File: config.mk
export PLATFORM = sky130hd
export DESIGN_NAME = duhp_host_port
export DESIGN_NICKNAME = d
export VERILOG_FILES = /design/src/duhp_pkg.sv /design/src/duhp_host_port.sv
export SDC_FILE = /design/constraint.sdc
export NUM_CORES = 1
export LEC_CHECK = 0
export BUFFER_PORTS_ARGS = -buffer_cell sky130_fd_sc_hd__clkbuf_2
export CAP_MARGIN = 20
export CORE_ASPECT_RATIO = 1.1
export CORE_UTILIZATION = 49
export CTS_CLUSTER_DIAMETER = 100
export DETAILED_ROUTE_END_ITERATION = 7
export HOLD_SLACK_MARGIN = 0.03
export PLACE_DENSITY = 0.71
export SYNTH_ARGS = -nofsm -noshare
export SYNTH_HDL_FRONTEND = slang
export SYNTH_SLANG_ARGS = --single-unit
File: constraint.sdc
create_clock -name clk_in -period 2.05 [get_ports clk_in]
set_input_delay 0.41 -clock clk_in [delete_from_list [all_inputs] [get_ports clk_in]]
set_output_delay 0.41 -clock clk_in [all_outputs]
set_load 0.005 [all_outputs]
File: src/duhp_pkg.sv
/*
  duhp_pkg: shared constants of the dual serial controller host port.
  Holds register-select offsets, command codes, field positions and reset values.
  Assumes every user imports the whole package.
*/
package duhp_pkg;

  // register-select offsets, channel a at 0x0 to 0x2 and channel b at 0x8 to 0xA, the others shared
  localparam logic [3:0] DUHP_OFF_MODE_A   = 4'h0;
  localparam logic [3:0] DUHP_OFF_STATUS_A = 4'h1;
  localparam logic [3:0] DUHP_OFF_CMD_A    = 4'h2;
  localparam logic [3:0] DUHP_OFF_IRQ      = 4'h5;  // read irq status, write irq mask
  localparam logic [3:0] DUHP_OFF_CT_HI    = 4'h6;
  localparam logic [3:0] DUHP_OFF_CT_LO    = 4'h7;
  localparam logic [3:0] DUHP_OFF_MODE_B   = 4'h8;
  localparam logic [3:0] DUHP_OFF_STATUS_B = 4'h9;
  localparam logic [3:0] DUHP_OFF_CMD_B    = 4'hA;
  localparam logic [3:0] DUHP_OFF_OUTPUT_PORT_CONFIG_REG     = 4'hD;
  localparam logic [3:0] DUHP_OFF_OP_SET   = 4'hE;  // write sets output bits, driving pins low; read starts timer
  localparam logic [3:0] DUHP_OFF_OP_CLR   = 4'hF;  // write clears output bits, driving pins high; read stops timer

  // command register fields
  localparam int         DUHP_CMD_TX_EN_BIT  = 2;
  localparam int         DUHP_CMD_TX_DIS_BIT = 3;
  localparam int         DUHP_CMD_CODE_LSB   = 4;
  localparam logic [2:0] DUHP_CODE_PTR_RST   = 3'h1;
  localparam logic [2:0] DUHP_CODE_STAT_CLR  = 3'h4;
  localparam logic [2:0] DUHP_CODE_TEST_SET  = 3'h7;

  // reset values
  localparam logic [7:0]  DUHP_RST_BYTE   = 8'h00;
  localparam logic [15:0] DUHP_RST_CT     = 16'h0000;
  localparam logic        DUHP_LINE_MARK  = 1'b1;

endpackage : duhp_pkg

File: src/duhp_host_port.sv
/*
  duhp_host_port: host-side parallel port of a dual asynchronous serial controller,
  with the reset behaviour and the shared interrupt request.
  Assumes all host pins are synchronous to clk_in; the data bus and the interrupt
  line are resolved outside from the output enables.
*/
// How it works
// - bus transfers happen only while chip select is low, steered by strobes and select
// - chip select high keeps all eight data lines undriven
// - write data is taken into the addressed register on the write strobe rise
// - read strobe low with chip select low drives the addressed register out
// - data bit zero carries the least significant bit of every byte
// - reset clears both status, irq mask, irq status, output value and output config
// - reset drives all eight general output pins high
// - reset stops the counter until software starts it again
// - reset idles both channels with both serial outputs at mark
// - reset clears test mode and points each mode access at the first mode register
// - irq line pulled low while any of eight masked conditions holds
`timescale 1ns/1ps
module duhp_host_port
  import duhp_pkg::*;
#(
  parameter int DATA_W = 8,
  parameter int SEL_W  = 4
) (
  // clock and resets
  input  wire logic              clk_in,
  input  wire logic              reset_n_in,
  input  wire logic              reset_pin_in,
  // host bus
  input  wire logic              chip_select_low_in,
  input  wire logic              read_strobe_low_in,
  input  wire logic              write_strobe_low_in,
  input  wire logic [SEL_W-1:0]  register_select_in,
  input  wire logic [DATA_W-1:0] host_data_bus_in,
  output logic      [DATA_W-1:0] host_data_bus_out,
  output logic                   host_data_bus_oe_out,
  // channel side
  input  wire logic [7:0]        status_event_a_in,
  input  wire logic [7:0]        status_event_b_in,
  input  wire logic [7:0]        irq_condition_in,
  input  wire logic              tx_bit_a_in,
  input  wire logic              tx_bit_b_in,
  output logic                   serial_out_a_out,
  output logic                   serial_out_b_out,
  // ports, timer, interrupt
  output logic [7:0]             general_output_pins_out,
  output logic [7:0]             output_port_config_out,
  output logic                   timer_running_out,
  output logic                   test_mode_out,
  output logic                   irq_request_low_out,
  output logic                   irq_request_oe_out
);

  // the byte lane is fixed by the pin count, the select field by the map
  if (DATA_W != 8) begin : g_bad_width
    $error("duhp_host_port: DATA_W must be 8");
  end
  if (SEL_W != 4) begin : g_bad_sel
    $error("duhp_host_port: SEL_W must be 4");
  end

  logic [7:0]       wdata_q;
  logic [SEL_W-1:0] waddr_q;
  logic             wr_was_q;
  logic             rd_was_q;
  logic             wr_active;
  logic             rd_active;
  logic             wr_commit;
  logic             rd_start;
  logic [1:0][7:0]  mode1_q;
  logic [1:0][7:0]  mode2_q;
  logic [1:0][7:0]  status_q;
  logic [1:0]       ptr_q;
  logic [1:0]       tx_en_q;
  logic [7:0]       irq_mask_q;
  logic [7:0]       irq_status_q;
  logic [7:0]       opr_q;
  logic [7:0]       output_port_config_reg_q;
  logic [15:0]      ct_preset_q;
  logic [15:0]      ct_count_q;
  logic             ct_running_q;
  logic             test_mode_q;
  logic [7:0]       rd_mux;
  logic [7:0]       rdata_q;
  logic             wch;
  logic             rch;
  logic [2:0]       wcode;

  // both strobes low together is a host fault: neither a read nor a write
  assign wr_active = !chip_select_low_in && !write_strobe_low_in
                     && read_strobe_low_in;
  assign rd_active = !chip_select_low_in && !read_strobe_low_in
                     && write_strobe_low_in;
  assign wr_commit = wr_was_q && !wr_active && write_strobe_low_in;
  assign rd_start  = rd_active && !rd_was_q;
  assign wch       = waddr_q[3];
  assign rch       = register_select_in[3];
  assign wcode     = wdata_q[DUHP_CMD_CODE_LSB +: 3];

  // strobe history; data and select are held from the last cycle of the low phase
  always_ff @(posedge clk_in or negedge reset_n_in) begin
    if (!reset_n_in) begin
      wr_was_q <= 1'b0;
      rd_was_q <= 1'b0;
      wdata_q  <= DUHP_RST_BYTE;
      waddr_q  <= '0;
    end else begin
      wr_was_q <= wr_active;
      rd_was_q <= rd_active;
      if (wr_active) begin
        wdata_q <= host_data_bus_in;
        waddr_q <= register_select_in;
      end
    end
  end

  // per-channel mode registers, pointer, status and transmitter enable
  always_ff @(posedge clk_in or negedge reset_n_in) begin
    if (!reset_n_in) begin
      mode1_q  <= '0;
      mode2_q  <= '0;
      status_q <= '0;
      ptr_q    <= '0;
      tx_en_q  <= '0;
    end else if (reset_pin_in) begin
      status_q <= '0;
      ptr_q    <= '0;
      tx_en_q  <= '0;
    end else begin
      for (int c = 0; c < 2; c++) begin
        // set wins over the clear command in the same cycle
        status_q[c] <= (c == 0) ? status_event_a_in : status_event_b_in;
        if (!(wr_commit && waddr_q[2:0] == DUHP_OFF_CMD_A[2:0] && wch == c[0]
              && wcode == DUHP_CODE_STAT_CLR)) begin
          status_q[c] <= status_q[c]
                         | ((c == 0) ? status_event_a_in : status_event_b_in);
        end
      end
      if (wr_commit && waddr_q[2:0] == DUHP_OFF_MODE_A[2:0]) begin
        if (!ptr_q[wch]) begin
          mode1_q[wch] <= wdata_q;
        end else begin
          mode2_q[wch] <= wdata_q;
        end
        ptr_q[wch] <= 1'b1;
      end else if (rd_start && register_select_in[2:0] == DUHP_OFF_MODE_A[2:0]) begin
        ptr_q[rch] <= 1'b1;                                        // a read also advances
      end
      if (wr_commit && waddr_q[2:0] == DUHP_OFF_CMD_A[2:0]) begin
        if (wcode == DUHP_CODE_PTR_RST) begin
          ptr_q[wch] <= 1'b0;
        end
        if (wdata_q[DUHP_CMD_TX_DIS_BIT]) begin
          tx_en_q[wch] <= 1'b0;                                    // disable beats enable
        end else if (wdata_q[DUHP_CMD_TX_EN_BIT]) begin
          tx_en_q[wch] <= 1'b1;
        end
      end
    end
  end

  // test mode entered by command, left only by reset
  always_ff @(posedge clk_in or negedge reset_n_in) begin
    if (!reset_n_in) begin
      test_mode_q <= 1'b0;
    end else if (reset_pin_in) begin
      test_mode_q <= 1'b0;
    end else if (wr_commit && waddr_q[2:0] == DUHP_OFF_CMD_A[2:0]
                 && wcode == DUHP_CODE_TEST_SET) begin
      test_mode_q <= 1'b1;
    end
  end

  // interrupt mask and status, output port value and configuration
  always_ff @(posedge clk_in or negedge reset_n_in) begin
    if (!reset_n_in) begin
      irq_mask_q   <= DUHP_RST_BYTE;
      irq_status_q <= DUHP_RST_BYTE;
      opr_q        <= DUHP_RST_BYTE;
      output_port_config_reg_q       <= DUHP_RST_BYTE;
    end else if (reset_pin_in) begin
      irq_mask_q   <= DUHP_RST_BYTE;
      irq_status_q <= DUHP_RST_BYTE;
      opr_q        <= DUHP_RST_BYTE;
      output_port_config_reg_q       <= DUHP_RST_BYTE;
    end else begin
      irq_status_q <= irq_condition_in;                            // follows live conditions
      if (wr_commit) begin
        case (waddr_q)
          DUHP_OFF_IRQ:    irq_mask_q <= wdata_q;
          DUHP_OFF_OUTPUT_PORT_CONFIG_REG:   output_port_config_reg_q     <= wdata_q;
          DUHP_OFF_OP_SET: opr_q      <= opr_q | wdata_q;          // bitwise set
          DUHP_OFF_OP_CLR: opr_q      <= opr_q & ~wdata_q;         // bitwise clear
          default:         opr_q      <= opr_q;
        endcase
      end
    end
  end

  // counter/timer: preset by writes, started and stopped by reads
  always_ff @(posedge clk_in or negedge reset_n_in) begin
    if (!reset_n_in) begin
      ct_preset_q  <= DUHP_RST_CT;
      ct_count_q   <= DUHP_RST_CT;
      ct_running_q <= 1'b0;
    end else if (reset_pin_in) begin
      ct_running_q <= 1'b0;
    end else begin
      if (wr_commit && waddr_q == DUHP_OFF_CT_HI) begin
        ct_preset_q[15:8] <= wdata_q;
      end
      if (wr_commit && waddr_q == DUHP_OFF_CT_LO) begin
        ct_preset_q[7:0] <= wdata_q;
      end
      if (rd_start && register_select_in == DUHP_OFF_OP_SET) begin
        ct_running_q <= 1'b1;
        ct_count_q   <= ct_preset_q;
      end else if (rd_start && register_select_in == DUHP_OFF_OP_CLR) begin
        ct_running_q <= 1'b0;
      end else if (ct_running_q) begin
        // reload on zero so the period is preset plus one cycle
        ct_count_q <= (ct_count_q == DUHP_RST_CT) ? ct_preset_q : ct_count_q - 16'h0001;
      end
    end
  end

  // read selection on the live select lines
  always_comb begin
    rd_mux = DUHP_RST_BYTE;
    case (register_select_in)
      DUHP_OFF_MODE_A:   rd_mux = ptr_q[0] ? mode2_q[0] : mode1_q[0];
      DUHP_OFF_MODE_B:   rd_mux = ptr_q[1] ? mode2_q[1] : mode1_q[1];
      DUHP_OFF_STATUS_A: rd_mux = status_q[0];
      DUHP_OFF_STATUS_B: rd_mux = status_q[1];
      DUHP_OFF_IRQ:      rd_mux = irq_status_q;
      DUHP_OFF_CT_HI:    rd_mux = ct_count_q[15:8];
      DUHP_OFF_CT_LO:    rd_mux = ct_count_q[7:0];
      default:           rd_mux = DUHP_RST_BYTE;                   // unmapped reads zero
    endcase
  end

  // read data registered; valid one cycle after the strobe falls
  always_ff @(posedge clk_in or negedge reset_n_in) begin
    if (!reset_n_in) begin
      rdata_q <= DUHP_RST_BYTE;
    end else if (rd_active) begin
      rdata_q <= rd_mux;
    end
  end

  // bus drive only during a read; enable is combinational for fast turn-off
  assign host_data_bus_oe_out    = rd_active;
  assign host_data_bus_out       = rdata_q;
  assign general_output_pins_out = ~opr_q;                         // pins show complement
  assign output_port_config_out  = output_port_config_reg_q;
  assign timer_running_out       = ct_running_q;
  assign test_mode_out           = test_mode_q;
  assign serial_out_a_out        = tx_en_q[0] ? tx_bit_a_in : DUHP_LINE_MARK;
  assign serial_out_b_out        = tx_en_q[1] ? tx_bit_b_in : DUHP_LINE_MARK;
  assign irq_request_oe_out      = |(irq_status_q & irq_mask_q);
  assign irq_request_low_out     = 1'b0;                           // open drain only pulls low
endmodule : duhp_host_port

==> run summary, run 1 <==
number of clock sinks = 140
count of nets after finishing = 759
synthesized instance count = 599
GRT Total Usage = 26.2%
buffer type at the clock tree root = sky130_fd_sc_hd__clkbuf_16
cts bufs inserted = 17
area used by multi-input combinational logic = 2960 µm²
CTS clock-pin slew for the worst setup and hold paths = 0.06 ns
share of synthesized flip-flops with an asynchronous set or reset = 100%
wire length of the first global-routing pass = 27900 µm
vias in the first global route = 5237
share of synthesized area occupied by flip-flops and latches = 52.3%
remaining number of nets flagged by the antenna check after routing = 0
top achievable clock speed = 502 MHz
cell-by-cell trace of the critical path = or4_1 -> buf_4 -> nor4b_4 -> buf_6 -> mux2_2
hold slack final = 0.199 ns
routed vias = 5173
number of cells traversed by the worst register-to-register path = 5
cell family with the largest share of critical-path delay = simple AND/OR/NAND/NOR gates
crit end category = register
fraction of layout instances using a drive strength above 1 = 33.9%
DRC errors left = 0
leakage dissipation = 3.97 nW
maximum number of pins on one net before global-route repair = 46
post-route fraction of the period consumed by the critical path = 97.1%
Die W = 113 µm
buffers plus inverters on the worst setup path = 2
total detailed-routing wirelength = 17400 µm
reg-to-reg setup timing slack = 0.06 ns
antenna violations before repair = 0
global-route congestion overflow total = 0
worst min-delay path category = in2reg
Worst Hold Launch = irq_condition_in[3]
share of Yosys cell area claimed by the top area cell type = 52.3%
HPWL Detailed = 12400 µm
commonest non-fill, non-tap cell in the layout = sky130_fd_sc_hd__dfrtp_1
register area = 3500 µm²
hold path cells = 2
most instantiated flip-flop cell in the synthesis netlist = sky130_fd_sc_hd__dfrtp_1
Worst Setup Path Type = reg2reg
largest voltage drop on the vdd net = 0.564 mV
Yosys warning total = 0
Inserted Diodes = 0
post-detailed-route wirelength per cell = 19.1 µm
post-placement worst setup slack = -0.205 ns
critical path's slowest cell = sky130_fd_sc_hd__or4_1
Post-Syn Nets = 645
xor and xnor area share after synthesis = 0%
Slew @ Worst Pin = 0.638 ns
r2r endpoint = mode1_q[10]
Max clock buf depth = 2
complex-gate fraction of the synthesized area = 11.0%
drt first-iter violations = 270
number of buffers added for setup after CTS = 0
stage delay of the slowest cell on the critical path = 0.59 ns
commonest cells after routing, fill and taps aside = sky130_fd_sc_hd__dfrtp_1, sky130_fd_sc_hd__clkbuf_2, sky130_fd_sc_hd__mux2i_1, sky130_fd_sc_hd__mux2_2, sky130_fd_sc_hd__buf_4
final count of hold timing violations = 0
Final setup viols = 0
simple-gate portion of the synthesized area = 12.4%
flip-flop and latch count after synthesis = 140
detailed-routing iteration count for the pre-antenna-repair pass = 5
setup TNS = 0 ns
count of different cell masters after synthesis = 58
max-capacitance violation count = 0
FP Rows = 44
clock latency of the later-clocked register in the worst-skew pair = 0.43 ns
combinational family with the most area after synthesis = multiplexers
die footprint = 14100 µm²
Max Slew Vio Count = 0
clock period minus worst slack = 1.99 ns
fraction of the mapped netlist area in adder cells = 0.374%
RSZ-0062 raised after global routing = false
cell type contributing the most total cell area after synthesis = sky130_fd_sc_hd__dfrtp_1
hold-critical path endpoint = irq_status_q[3]
Layout area overhead = 24.0%
routability-driven placement congestion ratio = 0.872
total power draw = 7.43 mW
startpoint class of the critical path = register
Placeable Area = 13300 µm²
mux contribution to synthesized area = 20.0%
Port-buffer cells = 73
crit-path max FO = 8
Post-Syn Area = 6700 µm²
Worst Skew = 0.00705 ns
endpoint arrival time on the critical path = 2.30 ns
Avg Cell Area, Syn = 11.2 µm²
Via-to-Cell Ratio = 5.69
H-tree depth = 4
required time at the worst-slack endpoint = 2.36 ns
largest cells by area after synthesis = sky130_fd_sc_hd__dfrtp_1, sky130_fd_sc_hd__mux2_2, sky130_fd_sc_hd__mux2i_1
start of the worst register-to-register path = waddr_q[0]
outcome = finished clean
power density cells = 894 nW/µm²
number of flops mapped to enable cells by yosys = 0
Filler Cells Inserted = 1066
count of pins on the block boundary = 75
Worst slew margin = 57.4%
Vert. Die Dim = 125 µm
effective utilization at floorplan = 50.5%
clock tree from TritonCTS = yes
Setup WS post-layout = 0.0597 ns
==> routing by layer <==
metal	wire (µm)	track usage [%]	vias to the layer above
li1	-	-	2384
met1	7850	35.8	2610
met2	8400	41.8	145
met3	700	4.91	34
met4	444	9.37	0
met5	0	0	-
==> worst register-to-register path: cells and delay by family, from the launching register on <==
family	cells	cell delay [ns]
and+or+nand+nor	2	0.81
DFF	1	0.37
muxes	1	0.34
buffers and inverters	2	0.35
==> per-stage QoR <==
step                      area, µm²  utilization (%)  cells
final                          8300             62.6    909
after global routing           8300             62.6    909
after CTS                      8290             62.5    909
after detailed placement       7630             57.5    877
after global placement         7630             57.5    877
after floorplan                6700                -    599
==> Yosys cell counts, types with 3 or more instances <==
cell type and number:
sky130_fd_sc_hd__dfrtp_1 140, sky130_fd_sc_hd__mux2i_1 64, sky130_fd_sc_hd__mux2_2 62, sky130_fd_sc_hd__nor2_1 54
sky130_fd_sc_hd__nand2_1 33, sky130_fd_sc_hd__o21ai_0 31, sky130_fd_sc_hd__clkbuf_1 26, sky130_fd_sc_hd__a21oi_1 20
sky130_fd_sc_hd__inv_1 16, sky130_fd_sc_hd__nor2b_1 13, sky130_fd_sc_hd__nor3_1 13, sky130_fd_sc_hd__a211oi_1 10
sky130_fd_sc_hd__nand3_1 9, sky130_fd_sc_hd__a22oi_1 8, sky130_fd_sc_hd__o22ai_1 8, sky130_fd_sc_hd__buf_2 7
sky130_fd_sc_hd__nand4_1 6, sky130_fd_sc_hd__o21ai_1 6, sky130_fd_sc_hd__nand2b_1 5, sky130_fd_sc_hd__or3_1 5
sky130_fd_sc_hd__a31oi_1 4, sky130_fd_sc_hd__buf_1 4, sky130_fd_sc_hd__buf_6 3, sky130_fd_sc_hd__nor3b_1 3
sky130_fd_sc_hd__nor4_1 3, sky130_fd_sc_hd__o2bb2ai_1 3
==> cell families after synthesis <==
kind of cell	after synthesis
flip-flops	140
AO/OA/AOI/OAI	112
adder cells (fa/ha/maj)	2
multiplexers	126
other	1
buffers and inverters	58
AND/OR/NAND/NOR	160
==> report_power, final <==
group	total (mW)	internal [mW]	leakage, nW	switching (mW)
Clock	3.41	2.20	0.312	1.21
Combinational	0.803	0.388	1.81	0.415
Sequential	3.21	2.96	1.85	0.248
==> cell type report <==
| type | instances | area share, % |
|---|---|---|
| clock inverters | 12 | 2.55 |
| well taps | 184 | 2.77 |
| multi-input cells | 401 | 35.6 |
| clock buffers | 19 | 5.34 |
| flip-flops and latches | 140 | 42.2 |
| repair buffers | 136 | 10.7 |
| inverters | 17 | 0.829 |
==> state kept, by name (all words and copies together), names as in the netlist <==
| register | cells |
|---|---|
| ct_count_q | 16 |
| ct_preset_q | 16 |
| host_data_bus_out | 8 |
| irq_mask_q | 8 |
| irq_status_q | 8 |
| mode1_q | 16 |
| mode2_q | 16 |
| opr_q | 8 |
| output_port_config_out | 8 |
| ptr_q | 2 |
| rd_was_q | 1 |
| status_q | 16 |
| test_mode_out | 1 |
| timer_running_out | 1 |
| tx_en_q | 2 |
| waddr_q | 4 |
| wdata_q | 8 |
| wr_was_q | 1 |
==> worst max path at each step <==
stage,to,from,cells after the start
finish,mode1_q[10],waddr_q[0],5
global route,ct_count_q[9],ct_count_q[0],8
CTS,mode1_q[10],waddr_q[0],5
detailed placement,ct_count_q[15],chip_select_low_in,7
global placement,ct_count_q[14],chip_select_low_in,7
floorplan,mode1_q[10],waddr_q[0],5
==> timing repair <==
item,4_1_cts,5_1_grt
endpoints found under the hold margin,42,0
gates resized for setup,0,3
setup endpoints to repair,0,10
hold buffers,1,0
Note: power is estimated with default switching activity, not from simulation.
==> run 2: changes to the inputs <==
--- a/config.mk
+++ b/config.mk
@@ -5,6 +5,7 @@
 export SDC_FILE = /design/constraint.sdc
 export NUM_CORES = 1
 export LEC_CHECK = 0
+export ABC_AREA = 1
 export BUFFER_PORTS_ARGS = -buffer_cell sky130_fd_sc_hd__clkbuf_2
 export CAP_MARGIN = 20
 export CORE_ASPECT_RATIO = 1.1
@@ -12,7 +13,8 @@
 export CTS_CLUSTER_DIAMETER = 100
 export DETAILED_ROUTE_END_ITERATION = 7
 export HOLD_SLACK_MARGIN = 0.03
-export PLACE_DENSITY = 0.71
+export PLACE_DENSITY = 0.68
+export SLEW_MARGIN = 20
 export SYNTH_ARGS = -nofsm -noshare
 export SYNTH_HDL_FRONTEND = slang
 export SYNTH_SLANG_ARGS = --single-unit
==> constraint.sdc (replaced) <==
create_clock -name clk_in -period 2.5 [get_ports clk_in]
set_input_delay 0.5 -clock clk_in [delete_from_list [all_inputs] [get_ports clk_in]]
set_output_delay 0.5 -clock clk_in [all_outputs]
set_load 0.005 [all_outputs]
==> run 2 against run 1 <==
The flow now finishes with violations (DRC). Clock skew rose by 0.0019 ns. Global-route usage is 0.82 points higher. Area after synthesis increased by 3.3%. Critical path depth unchanged. Largest power group is now sequential cells. Wire length rose by 4.1%. Sequential cell count is the same. Non-clock buffer count decreased by 47. Clock-buffer cell count is 5 higher. First-iteration DRC count grew 79%.
==> run summary, run 2 <==
remaining number of nets flagged by the antenna check after routing = 0
detailed-route wire length on metal 1 = 8340 µm
hold buffer count at cts = 0
count of nets after finishing = 1013
HPWL Detailed = 13000 µm
routed vias = 6040
commonest non-fill, non-tap cell in the layout = sky130_fd_sc_hd__nand2_1
highest signal layer in the routed design = met4
routability-driven placement congestion ratio = 0.870
hold slack final = 0.0277 ns
leakage dissipation = 3.97 nW
clock tree from TritonCTS = yes
required time at the worst-slack endpoint = 2.00 ns
GRT Total Usage = 27.0%
Vert. Die Dim = 127 µm
count of different cell masters after synthesis = 38
flip-flop and latch count after synthesis = 140
buffer type at the clock tree root = sky130_fd_sc_hd__clkbuf_16
share of synthesized flip-flops with an asynchronous set or reset = 100%
cell with the most instances after synthesis = sky130_fd_sc_hd__nand2_1
Commonest cells post-synth = sky130_fd_sc_hd__nand2_1, sky130_fd_sc_hd__dfrtp_1, sky130_fd_sc_hd__nor2_1, sky130_fd_sc_hd__inv_1, sky130_fd_sc_hd__o21ai_0
setup TNS = 0 ns
cell-by-cell trace of the critical path = nand2_1 -> nand3_1 -> a221oi_1 -> nand4_1 -> clkbuf_2
Filler Cells Inserted = 1310
endpoint arrival time on the critical path = 1.42 ns
share of Yosys cell area claimed by the top area cell type = 50.6%
Port-buffer cells = 73
Placeable Area = 13800 µm²
power share of the combinational group = 25.8%
crit-path max FO = 2
failing checks = DRC
worst min-delay path category = in2async
crit end category = primary output
commonest cells after routing, fill and taps aside = sky130_fd_sc_hd__nand2_1, sky130_fd_sc_hd__dfrtp_1, sky130_fd_sc_hd__nor2_1, sky130_fd_sc_hd__inv_1, sky130_fd_sc_hd__clkbuf_2
number of buffers added for setup after CTS = 0
final count of hold timing violations = 0
die footprint = 14600 µm²
count of pins on the block boundary = 75
largest voltage drop on the vdd net = 0.575 mV
amount of wire on met3 after detailed routing = 1170 µm
total detailed-routing wirelength = 18100 µm
DRC errors left = 2
synthesized instance count = 884
antenna violations before repair = 0
clock share of power = 34.6%
Inserted Diodes = 0
cell type contributing the most total cell area after synthesis = sky130_fd_sc_hd__dfrtp_1
Max Slew Vio Count = 0
wire length of the first global-routing pass = 29600 µm
Worst Setup Path Type = reg2out
Resized cells post-CTS = 0
clock period minus worst slack = 1.92 ns
Worst slew margin = 60.8%
fraction of layout instances using a drive strength above 1 = 15.9%
maximum number of pins on one net before global-route repair = 56
number of clock sinks = 140
internal power = 4.60 mW
Post-Syn Area = 6920 µm²
post-detailed-route wirelength per cell = 15.5 µm
FP Rows = 45
CTS clock-pin slew for the worst setup and hold paths = 0.06 ns
stage delay of the slowest cell on the critical path = 0.40 ns
clock latency of the later-clocked register in the worst-skew pair = 0.42 ns
Avg Cell Area, Syn = 7.83 µm²
cts bufs inserted = 17
Worst Skew = 0.00896 ns
power density cells = 864 nW/µm²
effective utilization at floorplan = 50.1%
critical path's slowest cell = sky130_fd_sc_hd__dfrtp_1
Layout area overhead = 16.3%
top achievable clock speed = 521 MHz
H-tree depth = 4
outcome = finished with violations
global-route congestion overflow total = 0
Max clock buf depth = 2
switching power = 2.35 mW
RSZ-0062 raised after global routing = false
most instantiated flip-flop cell in the synthesis netlist = sky130_fd_sc_hd__dfrtp_1
switching part of the total power = 33.8%
max-capacitance violation count = 0
Yosys warning total = 0
Final setup viols = 0
share of synthesized area occupied by flip-flops and latches = 50.6%
post-route fraction of the period consumed by the critical path = 76.7%
sequential cell fraction of total power = 39.7%
number of flops mapped to enable cells by yosys = 0
Routed met2 length = 8160 µm
vias in the first global route = 5690
drt first-iter violations = 483
detailed-routing iteration count for the pre-antenna-repair pass = 7
Via-to-Cell Ratio = 5.18
Slew @ Worst Pin = 0.586 ns
Die W = 115 µm
largest cells by area after synthesis = sky130_fd_sc_hd__dfrtp_1, sky130_fd_sc_hd__nand2_1, sky130_fd_sc_hd__nor2_1
Post-Syn Nets = 930
startpoint class of the critical path = register
## run 2: cell types whose count changed in the layout (fill, tap and decap cells not counted), sizes merged, moves of 6 or more
| cell | previous run | this run |
|---|---|---|
| o21ai | 37 | 101 |
| nor2 | 54 | 105 |
| inv | 19 | 82 |
| a211oi | 10 | 0 |
| a21oi | 22 | 37 |
| buf | 63 | 17 |
| a22oi | 8 | 2 |
| mux2 | 62 | 0 |
| mux2i | 64 | 0 |
| nor3 | 13 | 5 |
| nand3 | 10 | 47 |
| nor2b | 13 | 0 |
| nand2 | 33 | 313 |
## run 2: layout make-up
type	instances	area, µm²	share of cell area (%)
Clock buffer	24	472	5.86
Multi-Input combinational cell	634	2920	36.3
Clock inverter	7	90.1	1.12
Inverter	85	320	3.98
Sequential cell	140	3500	43.5
Tap cell	188	235	2.92
Timing Repair Buffer	89	504	6.27
## run 2: through the flow
stage / instances / util (%) / setup slack [ns] / total power, mW / instance area, µm²
final: 1167 / 58.3 / 0.581 / 6.95 / 8050
after CTS: 1167 / 58.3 / 0.548 / 6.98 / 8050
after global routing: 1167 / 58.3 / 0.486 / 7.37 / 8050
after global placement: 1136 / 54.3 / 0.448 / 4.57 / 7480
after detailed placement: 1136 / 54.3 / 0.418 / 4.56 / 7480
after floorplan: 884 / - / 0.945 / 4.02 / 6920
## run 2: logic make-up after synthesis
kind of cell             after synthesis  synth area share (%)
AND/OR/NAND/NOR                      482                  29.9
AO/OA/AOI/OAI                        146                  11.5
flip-flops                           140                  50.6
buffers and inverters                110                  7.20
XOR/XNOR                               3                 0.380
adder cells (fa/ha/maj)                2                 0.362
other                                  1                0.0542
## run 2: final timing paths
| kind | startpoint | slack [ns] | cells after the start | to |
|---|---|---|---|---|
| max | irq_status_q[5] | 0.58 | 5 | irq_request_oe_out |
| min | reset_n_in | 0.03 | 1 | ct_count_q[1] |
| max reg2reg | waddr_q[3] | 0.69 | 6 | opr_q[0] |
| min reg2reg | output_port_config_out[2] | 0.47 | 2 | output_port_config_out[2] |
| max in group asynchronous | reset_n_in | 1.73 | 2 | mode1_q[13] |
| min in group clk_in | irq_condition_in[4] | 0.26 | 3 | irq_status_q[4] |
## run 2: critical path, delay by kind of cell (launching register included)
kind | cells | cell delay, ns
DFF | 1 | 0.40
buffers and inverters | 1 | 0.13
and+or+nand+nor | 3 | 0.26
AOI/OAI and AO/OA | 1 | 0.21
## run 2: power by group through the flow
stage / combinational, mW / clock [mW] / sequential (mW)
6_report: 1.79 / 2.40 / 2.76
5_1_grt: 2.05 / 2.54 / 2.79
4_1_cts: 1.79 / 2.44 / 2.75
3_5_place_dp: 1.77 / 0 / 2.79
3_3_place_gp: 1.78 / 0 / 2.79
2_1_floorplan: 1.31 / 0 / 2.70
## run 2: metal layers
layer / GRT usage (%) / up-vias
met5: 0 / -
met4: 10.8 / 0
met3: 5.59 / 30
met2: 40.7 / 180
met1: 38.2 / 2857
li1: - / 2973
==> run 3: changes to the inputs <==
--- a/config.mk
+++ b/config.mk
@@ -5,7 +5,7 @@
 export SDC_FILE = /design/constraint.sdc
 export NUM_CORES = 1
 export LEC_CHECK = 0
-export ABC_AREA = 1
+export ABC_AREA = 0
 export BUFFER_PORTS_ARGS = -buffer_cell sky130_fd_sc_hd__clkbuf_2
 export CAP_MARGIN = 20
 export CORE_ASPECT_RATIO = 1.1
@@ -13,7 +13,7 @@
 export CTS_CLUSTER_DIAMETER = 100
 export DETAILED_ROUTE_END_ITERATION = 7
 export HOLD_SLACK_MARGIN = 0.03
-export PLACE_DENSITY = 0.68
+export PLACE_DENSITY = 0.71
 export SLEW_MARGIN = 20
 export SYNTH_ARGS = -nofsm -noshare
 export SYNTH_HDL_FRONTEND = slang
==> constraint.sdc (replaced) <==
create_clock -name clk_in -period 1.7 [get_ports clk_in]
set_input_delay 0.34 -clock clk_in [delete_from_list [all_inputs] [get_ports clk_in]]
set_output_delay 0.34 -clock clk_in [all_outputs]
set_load 0.005 [all_outputs]
==> run 3 against run 2 <==
The run ends with setup timing left. Combinational power decreased by 31%. Sequential cell count did not move. First-iteration DRC count is 35% lower. Power rose by 29%. Design area rose by 13%. Critical endpoint is now mode1_q[14]. Largest power group unchanged.
==> run summary, run 3 (synthesis gave the netlist of run 1 again) <==
buffers plus inverters on the worst setup path = 1
power share of the combinational group = 13.7%
CP Depth = 4
timing startpoint of the critical path = waddr_q[0]
Filler Cells Inserted = 947
effective utilization at floorplan = 50.5%
GRT Total Usage = 28.2%
cell family with the largest share of critical-path delay = simple AND/OR/NAND/NOR gates
routability-driven placement congestion ratio = 0.884
max-capacitance violation count = 0
clock share of power = 43.2%
startpoint class of the critical path = register
switching power = 2.42 mW
antenna violations before repair = 0
setup TNS = -5.74 ns
count of placed standard cells in the final layout, fillers left out = 951
Layout area overhead = 36.3%
Worst Setup Path Type = reg2reg
RSZ-0062 raised after global routing = true
total detailed-routing wirelength = 19000 µm
post-route fraction of the period consumed by the critical path = 113%
hold slack final = 0.133 ns
Worst Skew = 0.00815 ns
commonest non-fill, non-tap cell in the layout = sky130_fd_sc_hd__dfrtp_1
start of the worst register-to-register path = waddr_q[0]
capture point of the worst path = mode1_q[14]
commonest cells after routing, fill and taps aside = sky130_fd_sc_hd__dfrtp_1, sky130_fd_sc_hd__buf_4, sky130_fd_sc_hd__clkbuf_2, sky130_fd_sc_hd__mux2i_1
buffer type at the clock tree root = sky130_fd_sc_hd__clkbuf_16
post-detailed-route wirelength per cell = 20.0 µm
Vert. Die Dim = 125 µm
amount of wire on met3 after detailed routing = 934 µm
failing checks = setup timing
clock latency of the later-clocked register in the worst-skew pair = 0.43 ns
Die W = 113 µm
switching part of the total power = 26.9%
vias in the first global route = 5604
fraction of layout instances using a drive strength above 1 = 44.7%
cts bufs inserted = 17
crit-path max FO = 8
top achievable clock speed = 520 MHz
Via-to-Cell Ratio = 5.76
count of pins on the block boundary = 75
final count of hold timing violations = 0
clock tree from TritonCTS = yes
cell-by-cell trace of the critical path = or4_4 -> nor4b_4 -> buf_6 -> mux2_2
global-route congestion overflow total = 0
number of cells traversed by the worst register-to-register path = 4
utilization after layout = 68.8%
critical path's slowest cell = sky130_fd_sc_hd__or4_4
required time at the worst-slack endpoint = 2.01 ns
detailed-routing iteration count for the pre-antenna-repair pass = 5
DRC errors left = 0
number of instances in the placed design = 903
HPWL Detailed = 12900 µm
Placeable Area = 13300 µm²
clock period minus worst slack = 1.92 ns
FP Rows = 44
largest voltage drop on the vdd net = 0.740 mV
remaining number of nets flagged by the antenna check after routing = 0
detailed-route wire length on metal 1 = 8070 µm
reg-to-reg setup timing slack = -0.22 ns
worst min-delay path category = in2reg
Port-buffer cells = 73
H-tree depth = 4
Inserted Diodes = 0
Max Slew Vio Count = 0
Slew @ Worst Pin = 0.598 ns
sequential cell fraction of total power = 43.1%
leakage dissipation = 4.31 nW
highest signal layer in the routed design = met4
crit end category = register
Worst Hold Launch = irq_condition_in[1]
internal power = 6.57 mW
power density cells = 985 nW/µm²
Max clock buf depth = 2
total power draw = 8.99 mW
stage delay of the slowest cell on the critical path = 0.61 ns
Worst slew margin = 60.1%
drt first-iter violations = 313
count of nets after finishing = 800
die footprint = 14100 µm²
routed vias = 5477
outcome = finished with violations
Final setup viols = 51
endpoint arrival time on the critical path = 2.23 ns
CTS clock-pin slew for the worst setup and hold paths = 0.06 ns
number of clock sinks = 140
Setup WS post-layout = -0.224 ns
maximum number of pins on one net before global-route repair = 42
r2r endpoint = mode1_q[14]
Routed met2 length = 9540 µm
wire length of the first global-routing pass = 30200 µm
==> run 3: cell count changes in the layout (fill, tap and decap cells not counted), sizes merged, moves of 8 or more <==
cell	previous run	this run
o21ai	101	37
nand3	47	10
nand2	313	33
inv	82	21
nor2b	0	13
mux2	0	62
a211oi	0	10
a21oi	37	22
nor3	5	13
mux2i	0	64
buf	17	103
nor2	105	54
==> run 3: worst min-delay path by stage <==
stage	endpoint	cells after the start
2_1_floorplan	ct_count_q[0]	0
3_3_place_gp	host_data_bus_out[2]	1
3_5_place_dp	host_data_bus_out[2]	1
4_1_cts	status_q[3]	3
5_1_grt	wdata_q[2]	2
6_report	irq_status_q[1]	2
==> run 3: final cells by class <==
| cell class | instances | area [µm²] | area share [%] |
|---|---|---|---|
| Clock inverter | 14 | 184 | 2.02 |
| Tap cell | 184 | 230 | 2.52 |
| Sequential cell | 140 | 3510 | 38.4 |
| Timing Repair Buffer | 177 | 1380 | 15.1 |
| Multi-Input combinational cell | 401 | 3310 | 36.3 |
| Inverter | 17 | 71.3 | 0.782 |
| Clock buffer | 18 | 439 | 4.81 |
==> run 3: routing by layer <==
metal  vias to the layer above  global-route usage, %
met5                         -                      0
met4                         0                   11.5
met3                        38                   4.82
met2                       169                   45.5
met1                      2811                   37.8
li1                       2459                      -
==> run 3: power by group through the flow <==
stage	clock (mW)	sequential (mW)	combinational (mW)
2_1_floorplan	0	3.75	0.622
3_3_place_gp	0	3.89	1.04
3_5_place_dp	0	3.91	1.07
4_1_cts	3.91	3.86	1.16
5_1_grt	4.06	3.90	1.34
6_report	3.88	3.88	1.23
==> run 3: what timing repair did <==
item | 4_1_cts | 5_1_grt
gates cloned | 0 | 2
hold buffers | 1 | 0
endpoints found under the hold margin | 37 | 0
pin swaps | 24 | 17
resized for setup | 46 | 52
endpoints found under the setup margin | 75 | 100
setup buffers | 9 | 5
==> run 3: through the flow <==
step,setup WS [ns],instance area [µm²]
after global placement,-0.446,7940
after detailed placement,-0.474,7940
after floorplan,-0.366,6760
final,-0.224,9120
after CTS,-0.186,8850
after global routing,-0.265,9120
